File: config.mk
export PLATFORM = sky130hd
export DESIGN_NAME = vectored_interrupt_control
export DESIGN_NICKNAME = d
export VERILOG_FILES = /design/src/verilog/irq_ctrl_pkg.sv /design/src/verilog/pin_edge_detect.sv /design/src/verilog/vectored_interrupt_control.sv
export SDC_FILE = /design/constraint.sdc
export NUM_CORES = 1
export LEC_CHECK = 0
export ABC_AREA = 1
export BUFFER_PORTS_ARGS = -buffer_cell sky130_fd_sc_hd__buf_2
export CORE_MARGIN = 5
export CORE_UTILIZATION = 52
export CTS_CLUSTER_SIZE = 12
export DETAILED_ROUTE_END_ITERATION = 6
export GPL_TIMING_DRIVEN = 0
export PLACE_DENSITY = 0.86
export SETUP_SLACK_MARGIN = 0.2
export SYNTH_ARGS = -nofsm -noshare
export SYNTH_HDL_FRONTEND = slang
export SYNTH_HIERARCHICAL = 1
export SYNTH_SLANG_ARGS = --single-unit
File: constraint.sdc
create_clock -name clk_i -period 2.8 [get_ports clk_i]
set_input_delay 0 -clock clk_i [delete_from_list [all_inputs] [get_ports clk_i]]
set_output_delay 0 -clock clk_i [all_outputs]
set_load 0.01 [all_outputs]
File: src/verilog/irq_ctrl_pkg.sv
// constants, types and register map of the vectored interrupt controller
// Contract
// - eighteen interrupt sources are accepted
// - taking an interrupt disables, pushes, loads vector
// - four vectors, peripherals share one
// - non-peripheral vectoring clears serviced flag
// - peripheral vectoring leaves peripheral flags alone
// - flags set regardless of enables
// - two-cycle instruction may add one cycle
// - return instruction pops and re-enables
// - bit 7 is read-only enabled peripheral OR
// - pending peripheral vectors to 20h
// - bit 6 timer0 pin flag, cleared at 18h
// - bit 5 timer0 overflow flag, cleared at 10h
// - bit 4 external pin flag, cleared at 08h
// - flag set while enable cleared goes to 00h
// - bit 3 gates all peripheral requests
// - bits 2..0 are core source enables
// - core register at 07h, resets to zero
// - enable register one at 17h layout
// - enable register two at 11h layout
// - fixed priority ext, ovf, pin, peripherals
// - flag register one at 16h mirrors enables
// - flag register two at 10h, bit 4 zero
package irq_ctrl_pkg;
  localparam int ADDR_W = 8;
  localparam int DATA_W = 32;
  // register indices; byte address is four times the index
  localparam logic [5:0] IDX_CPU_STATUS = 6'h01;
  localparam logic [5:0] IDX_EDGE_CTRL  = 6'h02;
  localparam logic [5:0] IDX_CORE       = 6'h07;
  localparam logic [5:0] IDX_FLAGS_TWO  = 6'h10;
  localparam logic [5:0] IDX_ENABLE_TWO = 6'h11;
  localparam logic [5:0] IDX_FLAGS_ONE  = 6'h16;
  localparam logic [5:0] IDX_ENABLE_ONE = 6'h17;
  // core register fields
  localparam int BIT_PERIPH_PEND = 7;
  localparam int BIT_T0PIN_FLAG  = 6;
  localparam int BIT_T0OV_FLAG   = 5;
  localparam int BIT_EXT_FLAG    = 4;
  localparam int BIT_PERIPH_EN   = 3;
  localparam int BIT_T0PIN_EN    = 2;
  localparam int BIT_T0OV_EN     = 1;
  localparam int BIT_EXT_EN      = 0;
  // cpu status and edge control fields
  localparam int BIT_GLOBAL_DIS  = 4;
  localparam int BIT_EXT_RISING  = 0;
  localparam int BIT_T0P_RISING  = 1;
  // reset values
  localparam logic [7:0] CORE_RESET   = 8'h00;
  localparam logic [7:0] PERIPH_RESET = 8'h00;
  localparam logic [7:0] EDGE_RESET   = 8'h00;
  localparam logic       GID_RESET    = 1'b1;
  // writable masks; low two flag bits follow serial hardware levels
  localparam logic [7:0] FLAGS_ONE_WMASK  = 8'hfc;
  localparam logic [7:0] FLAGS_TWO_WMASK  = 8'hec;
  localparam logic [7:0] ENABLE_TWO_WMASK = 8'hef;
  // vector addresses
  localparam logic [15:0] VEC_RESET  = 16'h0000;
  localparam logic [15:0] VEC_EXT    = 16'h0008;
  localparam logic [15:0] VEC_T0OV   = 16'h0010;
  localparam logic [15:0] VEC_T0PIN  = 16'h0018;
  localparam logic [15:0] VEC_PERIPH = 16'h0020;

  typedef enum {SRC_NONE, SRC_EXT, SRC_T0OV, SRC_T0PIN, SRC_PERIPH}
    src_type;

  typedef struct packed {
    logic        load;
    logic        push;
    logic        pop;
    logic [15:0] addr;
  } vector_cmd_type;
endpackage

File: src/verilog/pin_edge_detect.sv
// two-flop synchroniser with selectable edge detection for one pin
`timescale 1ns/100ps
module pin_edge_detect (
  input  wire logic clk_i,
  input  wire logic rst_n_i,
  input  wire logic ce_i,
  input  wire logic pin_i,
  input  wire logic rising_i,
  output logic      edge_o
);
  logic       meta;
  logic       sync;
  logic       last;
  logic [1:0] warm;

  // meta feeds only sync
  always_ff @(posedge clk_i or negedge rst_n_i) begin
    if (!rst_n_i) begin
      meta <= 1'b0;
      sync <= 1'b0;
    end else if (ce_i) begin
      meta <= pin_i;
      sync <= meta;
    end
  end

  always_ff @(posedge clk_i or negedge rst_n_i) begin
    if (!rst_n_i) begin
      last <= 1'b0;
    end else if (ce_i) begin
      last <= sync;
    end
  end

  // pin may idle high; no edge until the chain holds real history
  always_ff @(posedge clk_i or negedge rst_n_i) begin
    if (!rst_n_i) begin
      warm <= 2'h0;
    end else if (ce_i && warm != 2'h3) begin
      warm <= warm + 2'h1;
    end
  end

  // one-cycle pulse on the chosen edge
  assign edge_o = (warm == 2'h3) &
                  (rising_i ? (sync & ~last) : (~sync & last));
endmodule

File: src/verilog/vectored_interrupt_control.sv
// vectored interrupt controller with apb register access
`timescale 1ns/100ps
module vectored_interrupt_control
  import irq_ctrl_pkg::*;
(
  input  wire logic                clk_i,
  input  wire logic                rst_b_i,
  input  wire logic                ce_i,
  input  wire logic                psel_i,
  input  wire logic                penable_i,
  input  wire logic                pwrite_i,
  input  wire logic [ADDR_W-1:0]   paddr_i,
  input  wire logic [DATA_W-1:0]   pwdata_i,
  output logic      [DATA_W-1:0]   prdata_o,
  output logic                     pready_o,
  output logic                     pslverr_o,
  input  wire logic                ext_irq_pin_i,
  input  wire logic                timer0_clock_pin_i,
  input  wire logic                timer0_overflow_i,
  input  wire logic [7:0]          periph_event_one_i,
  input  wire logic [7:0]          periph_event_two_i,
  input  wire logic [1:0]          serial_level_one_i,
  input  wire logic [1:0]          serial_level_two_i,
  input  wire logic                core_ack_i,
  input  wire logic                return_from_irq_instr_i,
  input  wire logic                two_cycle_instr_i,
  output logic                     irq_req_o,
  output vector_cmd_type           vector_cmd_o,
  output logic                     global_irq_disable_o
);
  logic       rst_meta;
  logic       rst_n;
  logic       ext_edge;
  logic       t0pin_edge;
  logic [7:0] edge_ctrl;
  logic [2:0] core_flags;
  logic [3:0] core_en;
  logic [7:0] flags_one_q;
  logic [7:0] flags_two_q;
  logic [7:0] flags_one;
  logic [7:0] flags_two;
  logic [7:0] enable_one;
  logic [7:0] enable_two;
  logic       global_irq_disable;
  logic       periph_pending;
  logic       periph_set_now;
  logic [2:0] core_set;
  logic [2:0] vec_clear;
  logic [7:0] core_read;
  logic [7:0] ev_one;
  logic [7:0] ev_two;
  logic [5:0] idx;
  logic       addr_ok;
  logic       hit;
  logic       wr_en;
  logic       wr_core;
  logic [7:0] wbyte;
  logic       data_ready;
  logic [7:0] read_byte;
  logic       hazard_now;
  logic       take;
  logic       return_from_irq_instr;
  src_type    sel;
  logic [15:0] sel_vec;

  // reset asserts at once, releases after two clean edges
  always_ff @(posedge clk_i or negedge rst_b_i) begin
    if (!rst_b_i) begin
      rst_meta <= 1'b0;
      rst_n    <= 1'b0;
    end else begin
      rst_meta <= 1'b1;
      rst_n    <= rst_meta;
    end
  end

  // pin sources pass the synchroniser before edge logic
  pin_edge_detect u_ext_edge (
    .clk_i    (clk_i),
    .rst_n_i  (rst_n),
    .ce_i     (ce_i),
    .pin_i    (ext_irq_pin_i),
    .rising_i (edge_ctrl[BIT_EXT_RISING]),
    .edge_o   (ext_edge)
  );

  pin_edge_detect u_t0pin_edge (
    .clk_i    (clk_i),
    .rst_n_i  (rst_n),
    .ce_i     (ce_i),
    .pin_i    (timer0_clock_pin_i),
    .rising_i (edge_ctrl[BIT_T0P_RISING]),
    .edge_o   (t0pin_edge)
  );

  // apb decode; only whole aligned words at the seven mapped indices
  assign idx     = paddr_i[7:2];
  assign addr_ok = (paddr_i[1:0] == 2'b00);
  always_comb begin
    case (idx)
      IDX_CPU_STATUS, IDX_EDGE_CTRL, IDX_CORE, IDX_FLAGS_TWO,
      IDX_ENABLE_TWO, IDX_FLAGS_ONE, IDX_ENABLE_ONE: hit = addr_ok;
      default: hit = 1'b0;
    endcase
  end
  assign wr_en     = psel_i & penable_i & pwrite_i & pready_o & hit;
  assign wr_core   = wr_en & (idx == IDX_CORE);
  assign wbyte     = pwdata_i[7:0];
  assign pready_o  = ce_i & penable_i & data_ready;
  assign pslverr_o = psel_i & penable_i & ~hit;

  // event sources; serial bits are levels, not events
  assign ev_one   = periph_event_one_i & FLAGS_ONE_WMASK;
  assign ev_two   = periph_event_two_i & FLAGS_TWO_WMASK;
  assign core_set = {t0pin_edge, timer0_overflow_i, ext_edge};

  assign flags_one = {flags_one_q[7:2], serial_level_one_i};
  assign flags_two = {flags_two_q[7:2], serial_level_two_i};

  // summary bit counts enabled peripherals only
  assign periph_pending = |(flags_one & enable_one) |
                          |(flags_two & enable_two);
  assign periph_set_now = |(ev_one & enable_one) | |(ev_two & enable_two);

  // fixed priority among enabled sources
  always_comb begin
    if (core_flags[0] & core_en[BIT_EXT_EN]) begin
      sel = SRC_EXT;
    end else if (core_flags[1] & core_en[BIT_T0OV_EN]) begin
      sel = SRC_T0OV;
    end else if (core_flags[2] & core_en[BIT_T0PIN_EN]) begin
      sel = SRC_T0PIN;
    end else if (periph_pending & core_en[BIT_PERIPH_EN]) begin
      sel = SRC_PERIPH;
    end else begin
      sel = SRC_NONE;
    end
  end

  always_comb begin
    case (sel)
      SRC_EXT:    sel_vec = VEC_EXT;
      SRC_T0OV:   sel_vec = VEC_T0OV;
      SRC_T0PIN:  sel_vec = VEC_T0PIN;
      SRC_PERIPH: sel_vec = VEC_PERIPH;
      default:    sel_vec = VEC_RESET;
    endcase
  end

  // second cycle of a two-cycle instruction holds the request back
  assign irq_req_o = ~global_irq_disable & (sel != SRC_NONE) &
                     ~two_cycle_instr_i;
  assign take      = ce_i & irq_req_o & core_ack_i;
  assign return_from_irq_instr    = ce_i & return_from_irq_instr_i;

  // flag set together with its enable being cleared
  assign hazard_now = wr_core & ~global_irq_disable &
    (|(core_set & core_en[2:0] & ~wbyte[2:0]) |
     (periph_set_now & core_en[BIT_PERIPH_EN] &
      ~wbyte[BIT_PERIPH_EN]));

  // only dedicated vectors clear their own flag
  always_comb begin
    vec_clear = 3'b000;
    if (take) begin
      case (sel)
        SRC_EXT:   vec_clear = 3'b001;
        SRC_T0OV:  vec_clear = 3'b010;
        SRC_T0PIN: vec_clear = 3'b100;
        default:   vec_clear = 3'b000;
      endcase
    end
  end

  // core flags: a new event beats any clear
  always_ff @(posedge clk_i or negedge rst_n) begin
    if (!rst_n) begin
      core_flags <= CORE_RESET[BIT_T0PIN_FLAG:BIT_EXT_FLAG];
    end else if (ce_i) begin
      if (wr_core) begin
        core_flags <= core_set |
          wbyte[BIT_T0PIN_FLAG:BIT_EXT_FLAG];
      end else begin
        core_flags <= core_set | (core_flags & ~vec_clear);
      end
    end
  end

  always_ff @(posedge clk_i or negedge rst_n) begin
    if (!rst_n) begin
      core_en <= CORE_RESET[BIT_PERIPH_EN:BIT_EXT_EN];
    end else if (ce_i && wr_core) begin
      core_en <= wbyte[BIT_PERIPH_EN:BIT_EXT_EN];
    end
  end

  // peripheral flags untouched by vectoring, only events and writes
  always_ff @(posedge clk_i or negedge rst_n) begin
    if (!rst_n) begin
      flags_one_q <= PERIPH_RESET;
      flags_two_q <= PERIPH_RESET;
    end else if (ce_i) begin
      if (wr_en && idx == IDX_FLAGS_ONE) begin
        flags_one_q <= ev_one | (wbyte & FLAGS_ONE_WMASK);
      end else begin
        flags_one_q <= ev_one | (flags_one_q & FLAGS_ONE_WMASK);
      end
      if (wr_en && idx == IDX_FLAGS_TWO) begin
        flags_two_q <= ev_two | (wbyte & FLAGS_TWO_WMASK);
      end else begin
        flags_two_q <= ev_two | (flags_two_q & FLAGS_TWO_WMASK);
      end
    end
  end

  always_ff @(posedge clk_i or negedge rst_n) begin
    if (!rst_n) begin
      enable_one <= PERIPH_RESET;
      enable_two <= PERIPH_RESET;
    end else if (ce_i && wr_en) begin
      if (idx == IDX_ENABLE_ONE) begin
        enable_one <= wbyte;
      end
      if (idx == IDX_ENABLE_TWO) begin
        enable_two <= wbyte & ENABLE_TWO_WMASK;
      end
    end
  end

  always_ff @(posedge clk_i or negedge rst_n) begin
    if (!rst_n) begin
      edge_ctrl <= EDGE_RESET;
    end else if (ce_i && wr_en && idx == IDX_EDGE_CTRL) begin
      edge_ctrl <= wbyte;
    end
  end

  // taking beats return beats software in the same cycle
  always_ff @(posedge clk_i or negedge rst_n) begin
    if (!rst_n) begin
      global_irq_disable <= GID_RESET;
    end else if (ce_i) begin
      if (take) begin
        global_irq_disable <= 1'b1;
      end else if (return_from_irq_instr) begin
        global_irq_disable <= 1'b0;
      end else if (wr_en && idx == IDX_CPU_STATUS) begin
        global_irq_disable <= wbyte[BIT_GLOBAL_DIS];
      end
    end
  end
  assign global_irq_disable_o = global_irq_disable;

  // commands to the core sequencer, one-cycle pulses
  always_ff @(posedge clk_i or negedge rst_n) begin
    if (!rst_n) begin
      vector_cmd_o <= '0;
    end else if (ce_i) begin
      vector_cmd_o.load <= 1'b0;
      vector_cmd_o.push <= 1'b0;
      vector_cmd_o.pop  <= return_from_irq_instr;
      if (hazard_now) begin
        vector_cmd_o.load <= 1'b1;
        vector_cmd_o.addr <= VEC_RESET;
      end else if (take) begin
        vector_cmd_o.load <= 1'b1;
        vector_cmd_o.push <= 1'b1;
        vector_cmd_o.addr <= sel_vec;
      end
    end
  end

  // read value of the core register
  assign core_read = {periph_pending, core_flags, core_en};

  always_comb begin
    case (idx)
      IDX_CPU_STATUS: read_byte = 8'(global_irq_disable) << BIT_GLOBAL_DIS;
      IDX_EDGE_CTRL:  read_byte = edge_ctrl;
      IDX_CORE:       read_byte = core_read;
      IDX_FLAGS_TWO:  read_byte = flags_two;
      IDX_ENABLE_TWO: read_byte = enable_two;
      IDX_FLAGS_ONE:  read_byte = flags_one;
      IDX_ENABLE_ONE: read_byte = enable_one;
      default:        read_byte = 8'h00;
    endcase
  end

  // read data captured a cycle early so it comes from a flop
  always_ff @(posedge clk_i or negedge rst_n) begin
    if (!rst_n) begin
      data_ready <= 1'b0;
      prdata_o   <= '0;
    end else if (ce_i) begin
      data_ready <= psel_i & ~(penable_i & data_ready);
      if (psel_i && !(penable_i && data_ready)) begin
        prdata_o <= {24'h000000, (hit ? read_byte : 8'h00)};
      end
    end
  end
endmodule
==> results.txt, run 1 <==
Unrepaired setup endpoints after global routing: no
CP cell instances: nand2_1 -> nor3_4 -> nand3_4 -> nor2_2 -> o21bai_1 -> nand2_1 -> nand2_1 -> dlygate4sd3_1
Clk_skew: 10.8 ps
Post-CTS setup buffer count: 0
Multi-input gate area: 1870 sq um
IO Pins: 127
Final setup violation count: 0
Initial Util: 0.526
Core Region: 7610 sq um
First-pass GRT wire length: 17700 um
Crit end category: register
Die Wd: 97.7 um
Clock Path Buffers: 2
DR WL met3: 907 um
Final setup TNS: 0 ps
Worst vdd ir: 0.000230 V
# resized after CTS: 0
Tightest Pin Transition: 865 ps
Fin. Hold Viols: 0
Most common cell in the netlist: nand2_1
TritonCTS Sinks: 69
Top post-synthesis cells by area: dfrtp_1, nand2_1, buf_4, inv_1, nor2_1
Largest area contributor in the netlist: dfrtp_1
Fraction of registers with async set/reset: 1.00
Tot GR Track Use: 0.232
Routed len/inst: 14.4 um
DRT antenna net count: 0
Status: complete, no violations
Slew Limit Fails: 0
Library cells used by synthesis: 41
FILL cells: 681
Sequential fraction of the synthesis area: 0.432
CP Class: register to register
Relative slew slack: 0.423
N_diodes: 0
GPL Wtd Cong: 0.988
Layout overhead on the synthesized area: 23.2%
Fin area: 4930 sq um
Final worst path period share: 0.816
Vias: 3732
Post-synth EDFFs: 0
Layout cell share with drive strength beyond 1: 0.241
Dpl cell area: 4570 sq um
Input/output buffers: 60
PwrDens: 432 nW/um^2
Max stage delay on crit path: 540 ps
Root Driver: clkbuf_8
Largest net degree at the start of global routing: 68
Clk pin slew, worst setup/hold paths: 80 ps
Residual DRC: 0
Sequential cell area: 1730 sq um
Hold WC Path Type: input port to register
CTS tree: built
Slowest cell on crit path: dlygate4sd3_1
P_leak: 2.65 nW
Top-area cell type share of the netlist area: 0.426
Warnings from Yosys: 6
F_max: 438 MHz
Num rows: 32
Pre-antenna DRT Iters: 5
H-tree levels: 3
Post-DR vias/cell: 5.04
Hold_buf cts: 21
Worst-Skew Late Latency: 350 ps
Die area: 9540 sq um
Overflow after GRT: 0
Mean post-synth cell area: 7.90 sq um
Fin crit period: 2280 ps
Antenna violations before repair: 0
CP Data Arrival Time: 2520 ps
Post-synth top flop: dfrtp_1
Met2 wire length: 5050 um
Max-cap violations: 0
1st-iter DRT viols: 298
Most common cell on crit path: nand2_1
Vias in the first global route: 3681
Die H: 97.7 um
Syn Inst Count: 506
Crit-path max FO: 9
#FFs+latches synth: 69
CP startpoint kind: register
Required time worst endpoint: 3040 ps
Detailed placement HPWL: 8060 um
Synth top cells by count: nand2_1, dfrtp_1, inv_1
TritonCTS Buffers: 9
Nets: 708
Area of the mapped netlist: 4000 sq um
Top routing layer in use: met4
Wl on met1: 4450 um
Drt total wl: 10600 um
==> area by class of cell <==
class | instances | share of cell area
plain buffers | 44 | 0.0681
clock buffers | 12 | 0.0274
clock inverters | 3 | 0.00305
inverters | 53 | 0.0404
multi-input cells | 376 | 0.380
flip-flops and latches | 69 | 0.352
well taps | 102 | 0.0259
repair buffers | 81 | 0.104
==> worst max-delay path, delay by kind of cell, from the launching register on <==
| family | cells | cell delay (ps) |
|---|---|---|
| and+or+nand+nor | 6 | 1180 |
| buffers and inverters | 1 | 540 |
| DFF | 1 | 360 |
| AOI/OAI and AO/OA | 1 | 110 |
==> final timing paths <==
check	to	slack (ps)	startpoint	depth (start not counted)
setup / recovery	flags_one_q[5]	520	data_ready	8
hold / removal	enable_one[7]	10	pwdata_i[7]	3
setup reg to reg	flags_one_q[5]	520	data_ready	8
hold reg to reg	rst_n	360	rst_meta	0
max in group asynchronous	prdata_o[4]	1780	rst_n	0
min in group asynchronous	vector_cmd_o[3]	430	rst_n	0
==> report_power, final <==
part	switching, mW	leakage [nW]	internal [mW]
clock	0.355	0.0800	0.313
combinational	0.189	1.70	0.158
sequential	0.0583	0.865	1.05
==> sequential cells by signal (all words and copies together), names as in the netlist, 3 cells and up <==
signal        count
core_en           4
core_flags        3
edge_ctrl         8
enable_one        8
enable_two        7
flags_one_q       6
flags_two_q       5
prdata_o          8
vector_cmd_o      6
==> logic make-up (layout without fill, tap and decap cells) <==
| group | count (synthesis) | count (layout) | synth area share |
|---|---|---|---|
| flip-flops | 69 | 69 | 0.432 |
| buffers and inverters | 97 | 193 | 0.134 |
| AO/OA/AOI/OAI | 80 | 80 | 0.130 |
| other | 2 | 38 | 0.00188 |
| XOR/XNOR | 2 | 2 | 0.00438 |
| AND/OR/NAND/NOR | 254 | 254 | 0.291 |
| adder cells (fa/ha/maj) | 2 | 2 | 0.00626 |
==> layer usage <==
metal | up-vias | track usage
met5 | - | 0
li1 | 1831 | -
met1 | 1710 | 0.292
met3 | 19 | 0.0589
met2 | 172 | 0.382
met4 | 0 | 0.0927
==> metrics by stage <==
step	setup WS, ps	instances	util	hold WS (ps)	power, mW
after floorplan	738	542	-	-296	1.35
after global placement	10.7	704	0.600	-214	1.43
after detailed placement	826	704	0.600	-211	1.46
after CTS	573	740	0.648	1.15	2.14
after global routing	383	740	0.648	3.31	2.24
final	515	740	0.648	13.2	2.13
==> cells in the final DEF (no fill, tap or decap), types with 19 or more instances in the layout <==
cell type	instances
nand3_1	19
buf_4	38
inv_1	48
nand2_1	165
conb_1	38
buf_2	63
dfrtp_1	67
dlygate4sd3_1	21
nor2_1	30
o21ai_0	20
Power figures use the tool's default switching activity.
==> inputs of run 2 (changes only) <==
CORE_UTILIZATION = 47   (was 52)
PLACE_DENSITY = 0.83   (was 0.86)
clock period = 2.1 ns   (was 2.8 ns; I/O delays follow)
==> run 2 against run 1 <==
Against the previous run: sequential share of layout area is 0.71 points lower; clock skew is 2.9 ps lower; global-route usage is 1.9 points lower; utilization is 3.9 points lower; routed wire length is 0.61% higher; non-clock buffer count is 1 higher; clock-buffer cell count stayed put; critical path depth is 3 higher; sequential power is 33% higher; total power is 49% higher; final cell count is 0.68% higher; die area is 9.5% higher; critical endpoint is now irq_req_o; largest cell class unchanged.
==> results.txt, run 2 (same netlist as run 1, synthesis figures left out) <==
Clk network pwr share: 0.386
Residual DRC: 0
Required time worst endpoint: 2100 ps
Slew Limit Fails: 0
Root Driver: clkbuf_8
Vias in the first global route: 3474
Largest regs: edge_ctrl x8, enable_one x8, prdata_o x8
Routed len/inst: 14.4 um
Final setup violation count: 0
Worst vdd ir: 0.000375 V
Relative slew slack: 0.430
First-pass GRT wire length: 17100 um
DRT antenna net count: 0
Final setup TNS: 0 ps
Die area: 10500 sq um
Num rows: 33
Input/output buffers: 60
Final worst path period share: 0.819
Highest-count cells in the layout ignoring fill and taps: nand2_1, dfrtp_1, buf_2
Layout overhead on the synthesized area: 25.7%
Hold Path Sink: enable_one[1]
Overflow after GRT: 0
CP Class: register to primary output
Worst r2r dst: enable_one[0]
Max-cap violations: 0
Sequential power share: 0.467
Internal Power: 2.35 mW
1st-iter DRT viols: 308
Post-DR vias/cell: 4.97
Min-delay src: pwdata_i[1]
Die Wd: 102 um
Crit-path max FO: 5
Commonest non-fill, non-tap cell in the layout: nand2_1
Setup slack, reg-to-reg: 450 ps
Vias: 3700
Hold WC Path Type: input port to register
Fin. Hold Viols: 0
Cells after DPL: 707
TritonCTS Sinks: 69
PwrDens: 630 nW/um^2
Core Region: 8260 sq um
Final core utilization: 0.609
Hold Crit Depth: 3
Fin crit period: 1720 ps
Drt total wl: 10700 um
N_diodes: 0
CTS tree: built
Clock Path Buffers: 2
Crit end category: primary output
Initial Util: 0.484
IO Pins: 127
Tightest Pin Transition: 856 ps
H-tree levels: 3
CP startpoint kind: register
Pre-antenna DRT Iters: 5
Clk_skew: 7.87 ps
Status: complete, no violations
Die H: 102 um
CP Data Arrival Time: 1720 ps
Worst-Skew Late Latency: 340 ps
Layout cell share with drive strength beyond 1: 0.255
Sw frac: 0.260
Psw: 823 uW
Final Non-Filler Cells: 745
R2r worst-path depth: 9
Nets: 709
Largest net degree at the start of global routing: 68
GPL Wtd Cong: 0.909
Detailed placement HPWL: 8050 um
Antenna violations before repair: 0
Tot GR Track Use: 0.213
F_max: 581 MHz
TritonCTS Buffers: 9
P_leak: 2.70 nW
Combinational Power Share: 0.147
Clk pin slew, worst setup/hold paths: 80 ps
Reg2reg start: data_ready
Unrepaired setup endpoints after global routing: no
-- run 2: per-stage QoR --
stage          hold slack (ps)  total power, mW  instance area (sq um)  setup WS [ps]
3_3_place_gp              -214             1.91                   4570            141
6_report                  20.5             3.17                   5030            379
4_1_cts                   1.86             3.19                   5000            199
3_5_place_dp              -212             1.94                   4570            119
2_1_floorplan             -296             1.80                   4140            541
5_1_grt                   43.4             3.33                   5030            200
-- run 2: final cells by class --
type / instances / area [sq um]
Tap cell: 105 / 131
Buffer: 44 / 335
Clock buffer: 12 / 155
Inverter: 53 / 199
Sequential cell: 69 / 1730
Multi-Input combinational cell: 376 / 1890
Timing Repair Buffer: 82 / 515
Clock inverter: 4 / 70.1
Fill cell: 758 / 3230
-- run 2: layer usage --
metal  share of wire  track usage  up-vias
li1                -            -     1839
met1            0.44        0.293     1673
met3           0.082       0.0341       23
met2            0.45        0.334      165
met5               0            0        -
met4           0.031       0.0959        0
-- run 2: power groups by stage --
stage | Sequential (mW) | Combinational, mW | Clock, mW
after floorplan | 1.49 | 0.311 | 0
after global placement | 1.50 | 0.412 | 0
after detailed placement | 1.51 | 0.433 | 0
after CTS | 1.48 | 0.464 | 1.25
after global routing | 1.50 | 0.532 | 1.30
final | 1.48 | 0.467 | 1.22
-- run 2: how the worst max path moves through the flow --
| stage | from | end | slack, ps | depth (start not counted) |
|---|---|---|---|---|
| floorplan | data_ready | enable_one[0] | 540 | 8 |
| global placement | ce_i | enable_one[0] | 140 | 10 |
| detailed placement | ce_i | enable_one[0] | 120 | 10 |
| CTS | enable_one[4] | irq_req_o | 200 | 11 |
| global route | enable_two[3] | irq_req_o | 200 | 11 |
| finish | enable_one[4] | irq_req_o | 380 | 11 |
-- run 2: timing repair --
item                                    CTS  global route
hold buffers                             20             0
hold endpoints to repair                 17             0
gates resized for setup                   1             4
pin swaps                                 0             1
endpoints found under the setup margin    2             5
buffers inserted                          0             2
-- run 2: critical path, cell delays in order (launching register included) --
cell	delay (ps)
dfrtp_1	420
nand2_1	70
nand2_1	80
nor2_2	120
nand2_1	100
nor2_4	120
inv_1	50
nand2_1	90
nand2_2	90
nand2_1	70
inv_1	30
buf_2	130
